File: src/rtl/shs_pkg.sv
package shs_pkg;

    // ********************************************************************
    // Register indices; the byte address on the bus is four times the
    // index, so the two low address bits must be zero.
    // ********************************************************************
    localparam logic [15:0] SHS_IDX_STATUS = 16'h1802;
    localparam logic [15:0] SHS_IDX_ADDR0 = 16'h1804;
    localparam logic [15:0] SHS_IDX_ADDR1 = 16'h1806;
    localparam logic [15:0] SHS_IDX_RDMASK = 16'h1808;
    localparam logic [15:0] SHS_IDX_IRQMASK = 16'h1810;
    localparam int SHS_ADDR_W = 18;

    // ********************************************************************
    // Status bit positions.
    // ********************************************************************
    localparam int SHS_BIT_CMD_ERR = 7;
    localparam int SHS_BIT_DATA_ERR = 6;
    localparam int SHS_BIT_TIMEOUT = 5;
    localparam int SHS_BIT_RSVD = 4;
    localparam int SHS_BIT_CMD_IDLE = 3;
    localparam int SHS_BIT_READ_WAIT = 2;
    localparam int SHS_BIT_CARD_IRQ = 1;
    localparam int SHS_BIT_CTRL_IDLE = 0;

    // ********************************************************************
    // Reset values.
    // ********************************************************************
    localparam logic [7:0] SHS_RST_STATUS = 8'h00;
    localparam logic [15:0] SHS_RST_ADDR0 = 16'h0000;
    localparam logic [15:0] SHS_RST_ADDR1 = 16'h0001;
    localparam logic [15:0] SHS_RST_RDMASK = 16'hFFFF;
    localparam logic [7:0] SHS_RST_IRQMASK = 8'h00;
    localparam int SHS_CARD_STATUS_SHIFT = 16;
    localparam int SHS_MASK_OUT_OF_RANGE = 15;
    localparam int SHS_MASK_WP_VIOLATION = 10;

    // ********************************************************************
    // Bus slave states.
    // ********************************************************************
    typedef enum logic [1:0] {
        SHS_IDLE = 2'b00,
        SHS_ACK = 2'b01,
        SHS_DONE = 2'b11
    } shs_bus_state_t;

endpackage : shs_pkg

File: src/rtl/shs_status_regs.sv
// Register access over Avalon-MM was decided locally.
`timescale 1ns/1ps
// Operation
// - Command error flag bit 7 sets on error; only controller reset clears.
// - Data error flag bit 6 sets on error, clears only on controller reset.
// - Timeout flag bit 5 sets on command timeout, write one clears.
// - Bit 3 command engine idle: clear at start, set on good completion.
// - Bit 2 sets on card read-wait on data line 2, write one clears.
// - Bit 1 sets on card interrupt on data line 1, write one clears.
// - Card interrupt is level; bit 1 reasserts while source stays active.
// - Bit 0 controller idle: clear at start, set on good completion.
// - Every status flag is routed out as an interrupt source.
// - Mask never stops flags setting; only gates summary interrupt.
// - Slot 0 card address, 16 bits read/write, resets to zero.
// - Slot 1 card address, 16 bits read/write, resets to one.
// - Read mask bit n ignores card status bit n+16; resets all ones.
// - Mask bit 15 is out-of-range, bit 10 write-protect violation.
module shs_status_regs
    import shs_pkg::*;
(
    input wire logic clk,
    input wire logic reset,
    input wire logic clk_en,
    input wire logic [SHS_ADDR_W-1:0] avs_address,
    input wire logic avs_read,
    input wire logic avs_write,
    input wire logic [31:0] avs_writedata,
    input wire logic [3:0] avs_byteenable,
    output logic [31:0] avs_readdata,
    output logic avs_waitrequest,
    output logic [1:0] avs_response,
    input wire logic ctrl_soft_reset,
    input wire logic cmd_start,
    input wire logic cmd_engine_done,
    input wire logic ctrl_done,
    input wire logic cmd_error,
    input wire logic data_error,
    input wire logic cmd_timeout,
    input wire logic card_dat2_pin,
    input wire logic card_dat1_n_pin,
    input wire logic [15:0] card_status_hi,
    input wire logic card_status_valid,
    output logic read_status_error,
    output logic [7:0] status_irq_sources,
    output logic controller_irq_summary,
    output logic [15:0] card_address_slot0,
    output logic [15:0] card_address_slot1
);

    // ********************************************************************
    // Pin synchronisers for the card data lines.
    // ********************************************************************
    logic [1:0] sync_reg;
    logic [1:0] sync_next;
    logic [1:0] pin_reg;
    logic [1:0] pin_next;
    // The interrupt line is active low and is inverted ahead of the first
    // flop, so both flops reset to the idle level and no false flag
    // follows reset. Only the second flop feeds the flag logic.

    always_comb begin
        sync_next = {card_dat2_pin, ~card_dat1_n_pin};
        pin_next = sync_reg;
    end

    always_ff @(posedge clk) begin
        if (reset) begin
            sync_reg <= 2'h0;
            pin_reg <= 2'h0;
        end else if (clk_en) begin
            sync_reg <= sync_next;
            pin_reg <= pin_next;
        end
    end

    // ********************************************************************
    // Avalon-MM slave: one wait cycle, then answer.
    // ********************************************************************
    shs_bus_state_t bus_reg;
    shs_bus_state_t bus_next;
    logic [31:0] rdata_reg;
    logic [31:0] rdata_next;
    logic [1:0] resp_reg;
    logic [1:0] resp_next;
    logic wait_reg;
    logic wait_next;
    logic [7:0] status_reg;
    logic [7:0] status_next;
    logic [15:0] addr0_reg;
    logic [15:0] addr0_next;
    logic [15:0] addr1_reg;
    logic [15:0] addr1_next;
    logic [15:0] rdmask_reg;
    logic [15:0] rdmask_next;
    logic [7:0] irqmask_reg;
    logic [7:0] irqmask_next;
    logic rderr_reg;
    logic rderr_next;
    logic irq_reg;
    logic irq_next;
    logic [7:0] src_reg;
    logic [7:0] src_next;
    logic [15:0] idx;
    logic hit_status;
    logic hit_addr0;
    logic hit_addr1;
    logic hit_rdmask;
    logic hit_irqmask;
    logic wr_fire;
    logic [7:0] w1c;
    logic [15:0] wmask16;

    // Read data is captured when a request is taken, so a read returns the
    // register as it stood in that cycle. A write lands at the edge that
    // completes the access, and the DONE state then gives one turnaround
    // cycle with waitrequest high.

    always_comb begin
        idx = avs_address[SHS_ADDR_W-1:2];
        hit_status = 1'b0;
        hit_addr0 = 1'b0;
        hit_addr1 = 1'b0;
        hit_rdmask = 1'b0;
        hit_irqmask = 1'b0;
        if (avs_address[1:0] != 2'h0) begin
            hit_status = 1'b0;
        end else if (idx == SHS_IDX_STATUS) begin
            hit_status = 1'b1;
        end else if (idx == SHS_IDX_ADDR0) begin
            hit_addr0 = 1'b1;
        end else if (idx == SHS_IDX_ADDR1) begin
            hit_addr1 = 1'b1;
        end else if (idx == SHS_IDX_RDMASK) begin
            hit_rdmask = 1'b1;
        end else if (idx == SHS_IDX_IRQMASK) begin
            hit_irqmask = 1'b1;
        end
        bus_next = bus_reg;
        rdata_next = rdata_reg;
        resp_next = resp_reg;
        wr_fire = 1'b0;
        case (bus_reg)
            SHS_IDLE: begin
                if (avs_read || avs_write) begin
                    bus_next = SHS_ACK;
                    resp_next = (hit_status || hit_addr0 || hit_addr1 ||
                        hit_rdmask || hit_irqmask) ? 2'h0 : 2'h2;
                    rdata_next = 32'h0000_0000;
                    if (hit_status) begin
                        rdata_next = {24'h00_0000, status_reg};
                    end else if (hit_addr0) begin
                        rdata_next = {16'h0000, addr0_reg};
                    end else if (hit_addr1) begin
                        rdata_next = {16'h0000, addr1_reg};
                    end else if (hit_rdmask) begin
                        rdata_next = {16'h0000, rdmask_reg};
                    end else if (hit_irqmask) begin
                        rdata_next = {24'h00_0000, irqmask_reg};
                    end
                end
            end
            SHS_ACK: begin
                wr_fire = avs_write;
                bus_next = SHS_DONE;
            end
            SHS_DONE: begin
                bus_next = SHS_IDLE;
            end
            default: begin
                bus_next = SHS_IDLE;
            end
        endcase
        // Waitrequest leaves a flop: it is low only while the FSM is in ACK.
        wait_next = (bus_next != SHS_ACK);
    end

    always_ff @(posedge clk) begin
        if (reset) begin
            bus_reg <= SHS_IDLE;
            rdata_reg <= 32'h0000_0000;
            resp_reg <= 2'h0;
            wait_reg <= 1'b1;
        end else if (clk_en) begin
            bus_reg <= bus_next;
            rdata_reg <= rdata_next;
            resp_reg <= resp_next;
            wait_reg <= wait_next;
        end
    end

    // ********************************************************************
    // Status flags, stored registers and interrupt outputs.
    // ********************************************************************
    always_comb begin
        wmask16 = {{8{avs_byteenable[1]}}, {8{avs_byteenable[0]}}};
        w1c = (wr_fire && hit_status && avs_byteenable[0]) ?
            avs_writedata[7:0] : 8'h00;
        status_next = status_reg;
        // Set terms follow the clears so an event in a clear cycle wins.
        status_next[SHS_BIT_TIMEOUT] = status_reg[SHS_BIT_TIMEOUT] &
            ~w1c[SHS_BIT_TIMEOUT];
        status_next[SHS_BIT_READ_WAIT] = status_reg[SHS_BIT_READ_WAIT] &
            ~w1c[SHS_BIT_READ_WAIT];
        status_next[SHS_BIT_CARD_IRQ] = status_reg[SHS_BIT_CARD_IRQ] &
            ~w1c[SHS_BIT_CARD_IRQ];
        // A done pulse wins over a start in the same cycle; a done with a command
        // error or timeout, or a controller done with a data error, leaves its idle bit clear.
        if (cmd_start) begin
            status_next[SHS_BIT_CMD_IDLE] = 1'b0;
            status_next[SHS_BIT_CTRL_IDLE] = 1'b0;
        end
        if (cmd_engine_done && !cmd_error && !cmd_timeout) begin
            status_next[SHS_BIT_CMD_IDLE] = 1'b1;
        end
        if (ctrl_done && !cmd_error && !data_error && !cmd_timeout) begin
            status_next[SHS_BIT_CTRL_IDLE] = 1'b1;
        end
        if (ctrl_soft_reset) begin
            status_next[SHS_BIT_CMD_ERR] = 1'b0;
            status_next[SHS_BIT_DATA_ERR] = 1'b0;
        end
        if (cmd_error) begin
            status_next[SHS_BIT_CMD_ERR] = 1'b1;
        end
        if (data_error) begin
            status_next[SHS_BIT_DATA_ERR] = 1'b1;
        end
        if (cmd_timeout) begin
            status_next[SHS_BIT_TIMEOUT] = 1'b1;
        end
        if (pin_reg[1]) begin
            status_next[SHS_BIT_READ_WAIT] = 1'b1;
        end
        if (pin_reg[0]) begin
            status_next[SHS_BIT_CARD_IRQ] = 1'b1;
        end
        status_next[SHS_BIT_RSVD] = 1'b0;

        addr0_next = addr0_reg;
        addr1_next = addr1_reg;
        rdmask_next = rdmask_reg;
        irqmask_next = irqmask_reg;
        if (wr_fire && hit_addr0) begin
            addr0_next = (addr0_reg & ~wmask16) |
                (avs_writedata[15:0] & wmask16);
        end
        if (wr_fire && hit_addr1) begin
            addr1_next = (addr1_reg & ~wmask16) |
                (avs_writedata[15:0] & wmask16);
        end
        if (wr_fire && hit_rdmask) begin
            rdmask_next = (rdmask_reg & ~wmask16) |
                (avs_writedata[15:0] & wmask16);
        end
        if (wr_fire && hit_irqmask && avs_byteenable[0]) begin
            irqmask_next = avs_writedata[7:0];
        end

        // Bit 15 out-of-range and bit 10 write-protect are gated by the read mask like every other bit.
        rderr_next = card_status_valid &&
            ((card_status_hi & ~rdmask_reg) != 16'h0000);
        // The interrupt mask gates only the summary; the flags and their copies to
        // the interrupt controller are never held back by them.
        src_next = status_reg;
        irq_next = (status_reg & irqmask_reg) != 8'h00;
    end

    always_ff @(posedge clk) begin
        if (reset) begin
            status_reg <= SHS_RST_STATUS;
            addr0_reg <= SHS_RST_ADDR0;
            addr1_reg <= SHS_RST_ADDR1;
            rdmask_reg <= SHS_RST_RDMASK;
            irqmask_reg <= SHS_RST_IRQMASK;
            rderr_reg <= 1'b0;
            irq_reg <= 1'b0;
            src_reg <= 8'h00;
        end else if (clk_en) begin
            status_reg <= status_next;
            addr0_reg <= addr0_next;
            addr1_reg <= addr1_next;
            rdmask_reg <= rdmask_next;
            irqmask_reg <= irqmask_next;
            rderr_reg <= rderr_next;
            irq_reg <= irq_next;
            src_reg <= src_next;
        end
    end

    always_comb begin
        avs_readdata = rdata_reg;
        avs_response = resp_reg;
        avs_waitrequest = wait_reg;
        read_status_error = rderr_reg;
        status_irq_sources = src_reg;
        controller_irq_summary = irq_reg;
        card_address_slot0 = addr0_reg;
        card_address_slot1 = addr1_reg;
    end

endmodule : shs_status_regs

File: config.mk
export PLATFORM = sky130hd
export DESIGN_NAME = shs_status_regs
export DESIGN_NICKNAME = d
export VERILOG_FILES = /design/src/rtl/shs_pkg.sv /design/src/rtl/shs_status_regs.sv
export SDC_FILE = /design/constraint.sdc
export NUM_CORES = 1
export LEC_CHECK = 0
export ABC_CLOCK_PERIOD_IN_PS = 3100
export BUFFER_PORTS_ARGS = -buffer_cell sky130_fd_sc_hd__buf_2
export CORE_MARGIN = 2
export CORE_UTILIZATION = 39
export CTS_CLUSTER_DIAMETER = 120
export DETAILED_ROUTE_END_ITERATION = 8
export GPL_ROUTABILITY_DRIVEN = 0
export PLACE_DENSITY = 0.65
export SYNTH_ARGS = -nofsm -noshare
export SYNTH_HDL_FRONTEND = slang
export SYNTH_SLANG_ARGS = --single-unit
File: constraint.sdc
create_clock -name clk -period 3.1 [get_ports clk]
set_input_delay 0.465 -clock clk [delete_from_list [all_inputs] [get_ports clk]]
set_output_delay 0.465 -clock clk [all_outputs]
set_load 0.05 [all_outputs]
# Word level (Yosys, flattened, before mapping)
# Cells that the tools add are included.
[classes]
eq_ne = 7
muxes = 39
bitwise = 18
reduce_logical = 38
[op_table]
columns = ["operator", "count"]
rows = [
  ["AND 16 bit", 5],
  ["== test 16 x 13 -> 1 bit, second input constant", 5],
  ["2-to-1 mux 16 bit", 4],
  ["OR 16 bit", 3],
  ["inverter 16 bit", 2],
  ["2-to-1 mux 1 bit", 29],
  ["AND reduction 2 bit", 8],
  ["nonzero test 16 bit", 1],
  ["logical AND 1 bit", 13],
  ["nonzero test 2 bit", 5],
  ["AND 8 bit", 1],
  ["2-to-1 mux 8 bit", 1],
  ["nonzero test 8 bit", 1],
  ["2-to-1 mux 2 bit", 3],
  ["2-to-1 mux 6 bit", 1],
  ["logical OR 1 bit", 5],
  ["inverter 1 bit", 4],
  ["case mux 2 bit (2 select lines)", 1],
  ["AND 1 bit", 3],
  ["logical NOT 1 bit", 3],
  ["AND reduction 3 bit", 1],
  ["== test 2 x 1 -> 1 bit, second input constant", 1],
  ["logical NOT 2 bit", 1],
  ["inequality test 2 x 1 -> 1 bit, second input constant", 1],
]
[totals]
reg_bits = 113
inputBits = 85
output_inout_bits = 77
word_cells = 120

# Longest topological paths before layout
# Gate-level depths: netlist of the first run.
[depth]
word_depth = 12
depth_mapped = 7
depth_no_buf = 5

# Worst setup path after synthesis of the first run
# Ideal clock, no wire load.
[synth_timing]
path_type = "input -> register"
start = "in avs_address[15]"
end = "reg (tool-made name)"
setup_time_ns = 0.120
t_arrival_ns = 1.842
t_required_ns = 2.980
slack_ns = 1.139
path_stages = 6
n_path_buf = 1
cell_sequence = "nor4b_4 nand3_4 nor3_4 buf_4 nor2_1 a211o_1"
[synth_lines]
columns = ["element", "line", "text"]
rows = [
  ["from (decl)", "shs_status_regs.sv:24", "input wire logic [SHS_ADDR_W-1:0] avs_address,"],
]

# Worst setup path after layout of the first run
[layout_timing]
start = "in avs_address[2]"
end = "reg status_reg[2] (netlist: src_next[2])"
[layout_between]
elab_chain_len = 9
[layout_rtl]
columns = ["element", "line", "text"]
rows = [
  ["== test 16 x 13 -> 1 bit", "shs_status_regs.sv:127", "end else if (idx == SHS_IDX_STATUS) begin"],
  ["2-to-1 mux 1 bit", "shs_status_regs.sv:127", ""],
  ["2-to-1 mux 1 bit", "shs_status_regs.sv:125", "if (avs_address[1:0] != 2'h0) begin"],
  ["logical AND 1 bit (2 in series)", "shs_status_regs.sv:196", "w1c = (wr_fire && hit_status && avs_byteenable[0]) ?"],
  ["2-to-1 mux 6 bit", "shs_status_regs.sv:196", ""],
  ["inverter 1 bit", "shs_status_regs.sv:203", "~w1c[SHS_BIT_READ_WAIT];"],
  ["AND 1 bit", "shs_status_regs.sv:202", "status_next[SHS_BIT_READ_WAIT] = status_reg[SHS_BIT_READ_WAIT] &"],
  ["2-to-1 mux 1 bit", "shs_status_regs.sv:231", "if (pin_reg[1]) begin"],
  ["to (signal assigned)", "shs_status_regs.sv:279", "status_reg <= status_next;"],
  ["to (decl)", "shs_status_regs.sv:87", "logic [7:0] status_reg;"],
]
# No other way between the ends.
# A chain may end at the register's enable or synchronous reset.

==> impl_metrics.py, run 1 <==
metrics = {
    "clock_tree": {
        "holdBufCountCts": 0,
        "ctsResizeCount": 0,
        "path_clk_slew_ps": 70,
        "cts_tree": "yes",
        "clk_path_buf_depth": 2,
        "post_cts_buffers": 0,
        "cts-root-buf": "clkbuf_16",
        "clkSinkCount": 96,
        "h-tree-depth": 3,
        "clock_latency_ps": 340,
        "numCtsBuffers": 9,
    },
    "final_layout": {
        "fin_area_um2": 5410,
        "nNetsFinal": 675,
        "syn_to_final_growth_pct": 21.8,
        "layout_common_cells": "buf_2, dfxtp_1, nor2_1, mux2i_1, nand2_1",
        "fillers": 1053,
        "drive_gt1_share_pct": 26.9,
        "final_common_cell": "buf_2",
        "fin_util_pct": 49.3,
        "antennaDiodeCount": 0,
    },
    "global_routing": {
        "overflow": 0,
        "grt_pass1_wl_um": 21000,
        "track_usage_pct": 21.3,
        "grt_max_degree": 63,
        "grt_pass1_vias": 3856,
        "antenna_found_initial": 0,
    },
    "power": {
        "p_leak_nw": 2.43,
        "vdd_ir_drop_max_v": 0.000310,
        "powerDensity_nw_per_um2": 506,
        "finalPower_mw": 2.74,
    },
    "synthesis": {
        "ys_ff_latch": 96,
        "synth_flop_cell": "dfxtp_1",
        "ys_warn_count": 0,
        "synth.avg_cell_area_um2": 9.34,
        "async_reset_ff_share_pct": 0,
        "netlist.area_leader.share_pct": 43.2,
        "yosysUniqueCellTypes": 50,
        "syn_inst": 476,
        "synth_area_um2": 4440,
        "synth_area_leaders": "dfxtp_1, mux2i_1, nor2_1",
        "synth_edf_count": 0,
        "yosysTopAreaCell": "dfxtp_1",
        "synth-seq-area-share_pct": 43.2,
    },
    "floorplanning": {
        "num_rows": 38,
        "die_h_um": 111,
        "die_area_um2": 12300,
        "initial_utilization_pct": 40.5,
        "io_pins": 162,
        "core-area_um2": 11000,
        "die-width_um": 111,
    },
    "timing": {
        "clock-skew-final_ps": 6.95,
        "hold_viol": 0,
        "worst_slew_pin_slew_ps": 818,
        "fmax_ghz": 0.469,
        "drv_slew": 0,
        "worst_slack_ps": 969,
        "rsz0062_at_grt": "no",
        "min_period_ps": 2130,
        "final-setup-viol-count": 0,
        "finalSetupTns_ps": 0,
        "fin_crit_sh_pct": 68.7,
        "relSlewSlack_pct": 45.5,
    },
    "place": {
        "place_area_um2": 5100,
        "pre_cts_ws_ps": 649,
        "port_buffers": 125,
        "dp_hpwl_um": 9450,
    },
    "worst_setup_path": {
        "arrival_ps": 2320,
        "crit_path_start": "avs_address[2]",
        "rr_startpoint": "bus_reg[0]",
        "r2r_cells": 5,
        "cp.required_ps": 3290,
        "cp_max_fo": 9,
        "startpoint_type": "input port",
        "critPathKind": "input port to register",
        "worstSetupEndpoint": "src_next[2]",
        "r2r_slack_ps": 1070,
        "crit_path_end_kind": "register",
    },
    "drt": {
        "ant_nets": 0,
        "drt-pass1-iter-count": 4,
        "avgRoutedWirePerCell_um": 17.8,
        "drtIter0Drc": 266,
        "vias": 3977,
        "vias_per_cell": 5.42,
        "drc": 0,
        "wirelength_um": 13100,
    },
    "hold_path": {
        "hp-class": "input port to register",
    },
    "outcome": {
        "status": "finished clean",
    },
    "flow_run": {
        "max-cap-violations": 0,
    },
}
==> routing by layer <==
| metal | global-route usage [%] | part of all wire (%) | vias to the layer above |
|---|---|---|---|
| met5 | 0 | 0 | - |
| met4 | 5.58 | 1.2 | 0 |
| met3 | 5.63 | 6.6 | 14 |
| met2 | 35.5 | 48 | 160 |
| met1 | 27.5 | 45 | 1897 |
| li1 | - | - | 1906 |
==> Yosys cell counts, drive strengths merged (10+ instances only) <==
master	count
mux2i	46
a22oi	10
dfxtp	96
a21oi	23
o21ai	11
a211o	27
nor2b	24
nand2	36
buf	30
a221oi	14
clkbuf	15
nor2	67
==> cell type report <==
class	count	area, µm²	share of cell area, %
multi-input cells	345	2310	42.6
flip-flops and latches	96	1920	35.5
repair buffers	131	671	12.4
clock buffers	10	229	4.23
well taps	140	175	3.24
clock inverters	5	81.3	1.50
inverters	7	26.3	0.486
==> where the power goes <==
group	total, mW	switching (mW)	internal [mW]
Clock	1.17	0.463	0.704
Combinational	0.297	0.209	0.0871
Sequential	1.27	0.0180	1.25
Total	2.74	0.691	2.04
==> worst max-delay path, stage by stage <==
cell and delay [ps]:
buf_2 110, nor4_2 510, and4_1 320, and3b_1 480, and2_1 310, a311oi_1 120
==> logic make-up (layout without fill, tap and decap cells) <==
logic type | count (synthesis) | count (layout) | synth area share, %
compound gates | 110 | 110 | 18.0
buf+inv | 52 | 153 | 6.28
flops | 96 | 96 | 43.2
mux | 46 | 46 | 10.4
other cells | 1 | 18 | 0.0844
simple gates | 171 | 171 | 22.0
==> worst min path at each step <==
stage | start | to | slack [ps] | cells after the start
finish | card_dat1_n_pin | pin_next[0] | 300 | 2
global route | card_dat1_n_pin | pin_next[0] | 310 | 2
CTS | card_dat1_n_pin | pin_next[0] | 290 | 2
detailed placement | avs_readdata[15] | avs_readdata[15] | 450 | 2
global placement | avs_readdata[8] | avs_readdata[8] | 440 | 2
floorplan | pin_next[1] | pin_next[1] | 460 | 2
==> per-stage QoR <==
| step | cells | hold WS (ps) |
|---|---|---|
| after floorplan | 493 | 460 |
| after global placement | 719 | 442 |
| after detailed placement | 719 | 447 |
| after CTS | 734 | 295 |
| after global routing | 734 | 309 |
| final | 734 | 303 |
Power figures use the tool's default switching activity.
==> run 2, diff against run 1 <==
ABC_CLOCK_PERIOD_IN_PS = 2190   (was 3100)
clock period = 2.19 ns   (was 3.1 ns; I/O delays follow)
==> run 2 against run 1 <==
Net effect: global-route usage hardly changed; clock skew about the same; non-clock buffer count increased by 18; core utilization is 1.4 points higher; flip-flop and latch count is the same; wire length up 0.98%; sequential share of layout area down 1.0 points; largest power group unchanged.
==> impl_metrics.py, run 2 (same netlist as run 1, synthesis figures left out) <==
metrics = {
    "outcome": {
        "status": "finished clean",
    },
    "final_layout": {
        "antennaDiodeCount": 0,
        "layout_common_cells": "buf_2, dfxtp_1, nor2_1, mux2i_1, nand2_1",
        "drive_gt1_share_pct": 29.2,
        "nNetsFinal": 693,
        "syn_to_final_growth_pct": 25.3,
        "final_common_cell": "buf_2",
        "fin_area_um2": 5570,
    },
    "timing": {
        "rsz0062_at_grt": "no",
        "fmax_ghz": 0.537,
        "worst_slew_pin_slew_ps": 538,
        "min_period_ps": 1860,
        "drv_slew": 0,
        "clock-skew-final_ps": 6.59,
        "finalSetupTns_ps": 0,
        "hold_viol": 0,
        "final-setup-viol-count": 0,
        "fin_crit_sh_pct": 85.0,
        "relSlewSlack_pct": 64.1,
    },
    "floorplanning": {
        "num_rows": 38,
        "die-width_um": 111,
        "core-area_um2": 11000,
        "io_pins": 162,
        "initial_utilization_pct": 40.5,
        "die_area_um2": 12300,
        "die_h_um": 111,
    },
    "global_routing": {
        "grt_max_degree": 84,
        "grt_pass1_wl_um": 20900,
        "grt_pass1_vias": 3937,
        "overflow": 0,
        "antenna_found_initial": 0,
        "track_usage_pct": 21.4,
    },
    "drt": {
        "ant_nets": 0,
        "vias_per_cell": 5.42,
        "drc": 0,
        "vias": 4079,
        "drtIter0Drc": 292,
        "avgRoutedWirePerCell_um": 17.5,
        "wirelength_um": 13200,
        "drt-pass1-iter-count": 4,
    },
    "worst_setup_path": {
        "arrival_ps": 2080,
        "crit_path_start": "bus_reg[1]",
        "cp_max_fo": 8,
        "cp.required_ps": 2400,
        "critPathKind": "register to register",
        "crit_path_end_kind": "register",
        "startpoint_type": "register",
        "rr_startpoint": "bus_reg[1]",
    },
    "clock_tree": {
        "holdBufCountCts": 0,
        "clkSinkCount": 96,
        "clock_latency_ps": 340,
        "numCtsBuffers": 9,
        "cts_tree": "yes",
        "h-tree-depth": 3,
        "ctsResizeCount": 0,
        "post_cts_buffers": 0,
        "cts-root-buf": "clkbuf_16",
        "clk_path_buf_depth": 2,
        "path_clk_slew_ps": 60,
    },
    "place": {
        "port_buffers": 125,
        "dp_hpwl_um": 9690,
        "place_area_um2": 5250,
    },
    "power": {
        "p_leak_nw": 2.52,
        "finalPower_mw": 3.91,
        "vdd_ir_drop_max_v": 0.000362,
        "powerDensity_nw_per_um2": 702,
    },
    "flow_run": {
        "max-cap-violations": 0,
    },
    "hold_path": {
        "hp-class": "input port to register",
        "hold_start": "card_dat1_n_pin",
    },
}
[run 2: cell count changes in the layout (fill, tap and decap cells not counted)]
| cell | change |
|---|---|
| clkinv_2 | -1 |
| clkinvlp_4 | +2 |
| buf_12 | +1 |
| buf_4 | +17 |
[run 2: final cells by class]
class	instances	area, µm²
tap	140	175
clock inverter	6	91.3
fill	1051	5410
multi-input combinational	345	2310
clock buffer	10	229
sequential	96	1920
timing repair buffer	149	818
inverter	7	26.3
[run 2: final timing paths]
check | end | cells past startpoint | slack (ps)
min reg2reg | avs_readdata[10] | 2 | 460
max reg2reg | register | 5 | 330
min | pin_next[0] | 2 | 170
max | register | 5 | 330
[run 2: power breakdown]
part | internal, mW | total (mW) | switching [mW]
registers | 1.77 | 1.80 | 0.0250
clock network | 1.00 | 1.68 | 0.678
logic | 0.131 | 0.428 | 0.298
total | 2.91 | 3.91 | 1.00
[run 2: stage by stage]
step | hold WS [ps] | instances | util, % | worst slack (ps)
3_5_place_dp | 447 | 737 | 47.8 | 59.6
4_1_cts | 158 | 753 | 50.7 | 330
2_1_floorplan | 428 | 493 | - | 365
6_report | 167 | 753 | 50.7 | 329
5_1_grt | 182 | 753 | 50.7 | 254
3_3_place_gp | 439 | 737 | 47.8 | 106
[run 2: critical path, stage by stage, from the launching register on]
cell,delay [ps]
dfxtp_1,350
and4b_1,350
nand2_1,220
or3_1,600
nand2_1,140
a21oi_1,70
[run 2: per-layer routing]
layer	track usage, %	vias up	routed length (µm)
met3	5.19	24	883
li1	-	1946	-
met2	35.7	171	6250
met5	0	-	0
met1	27.0	1938	5760
met4	7.33	0	312
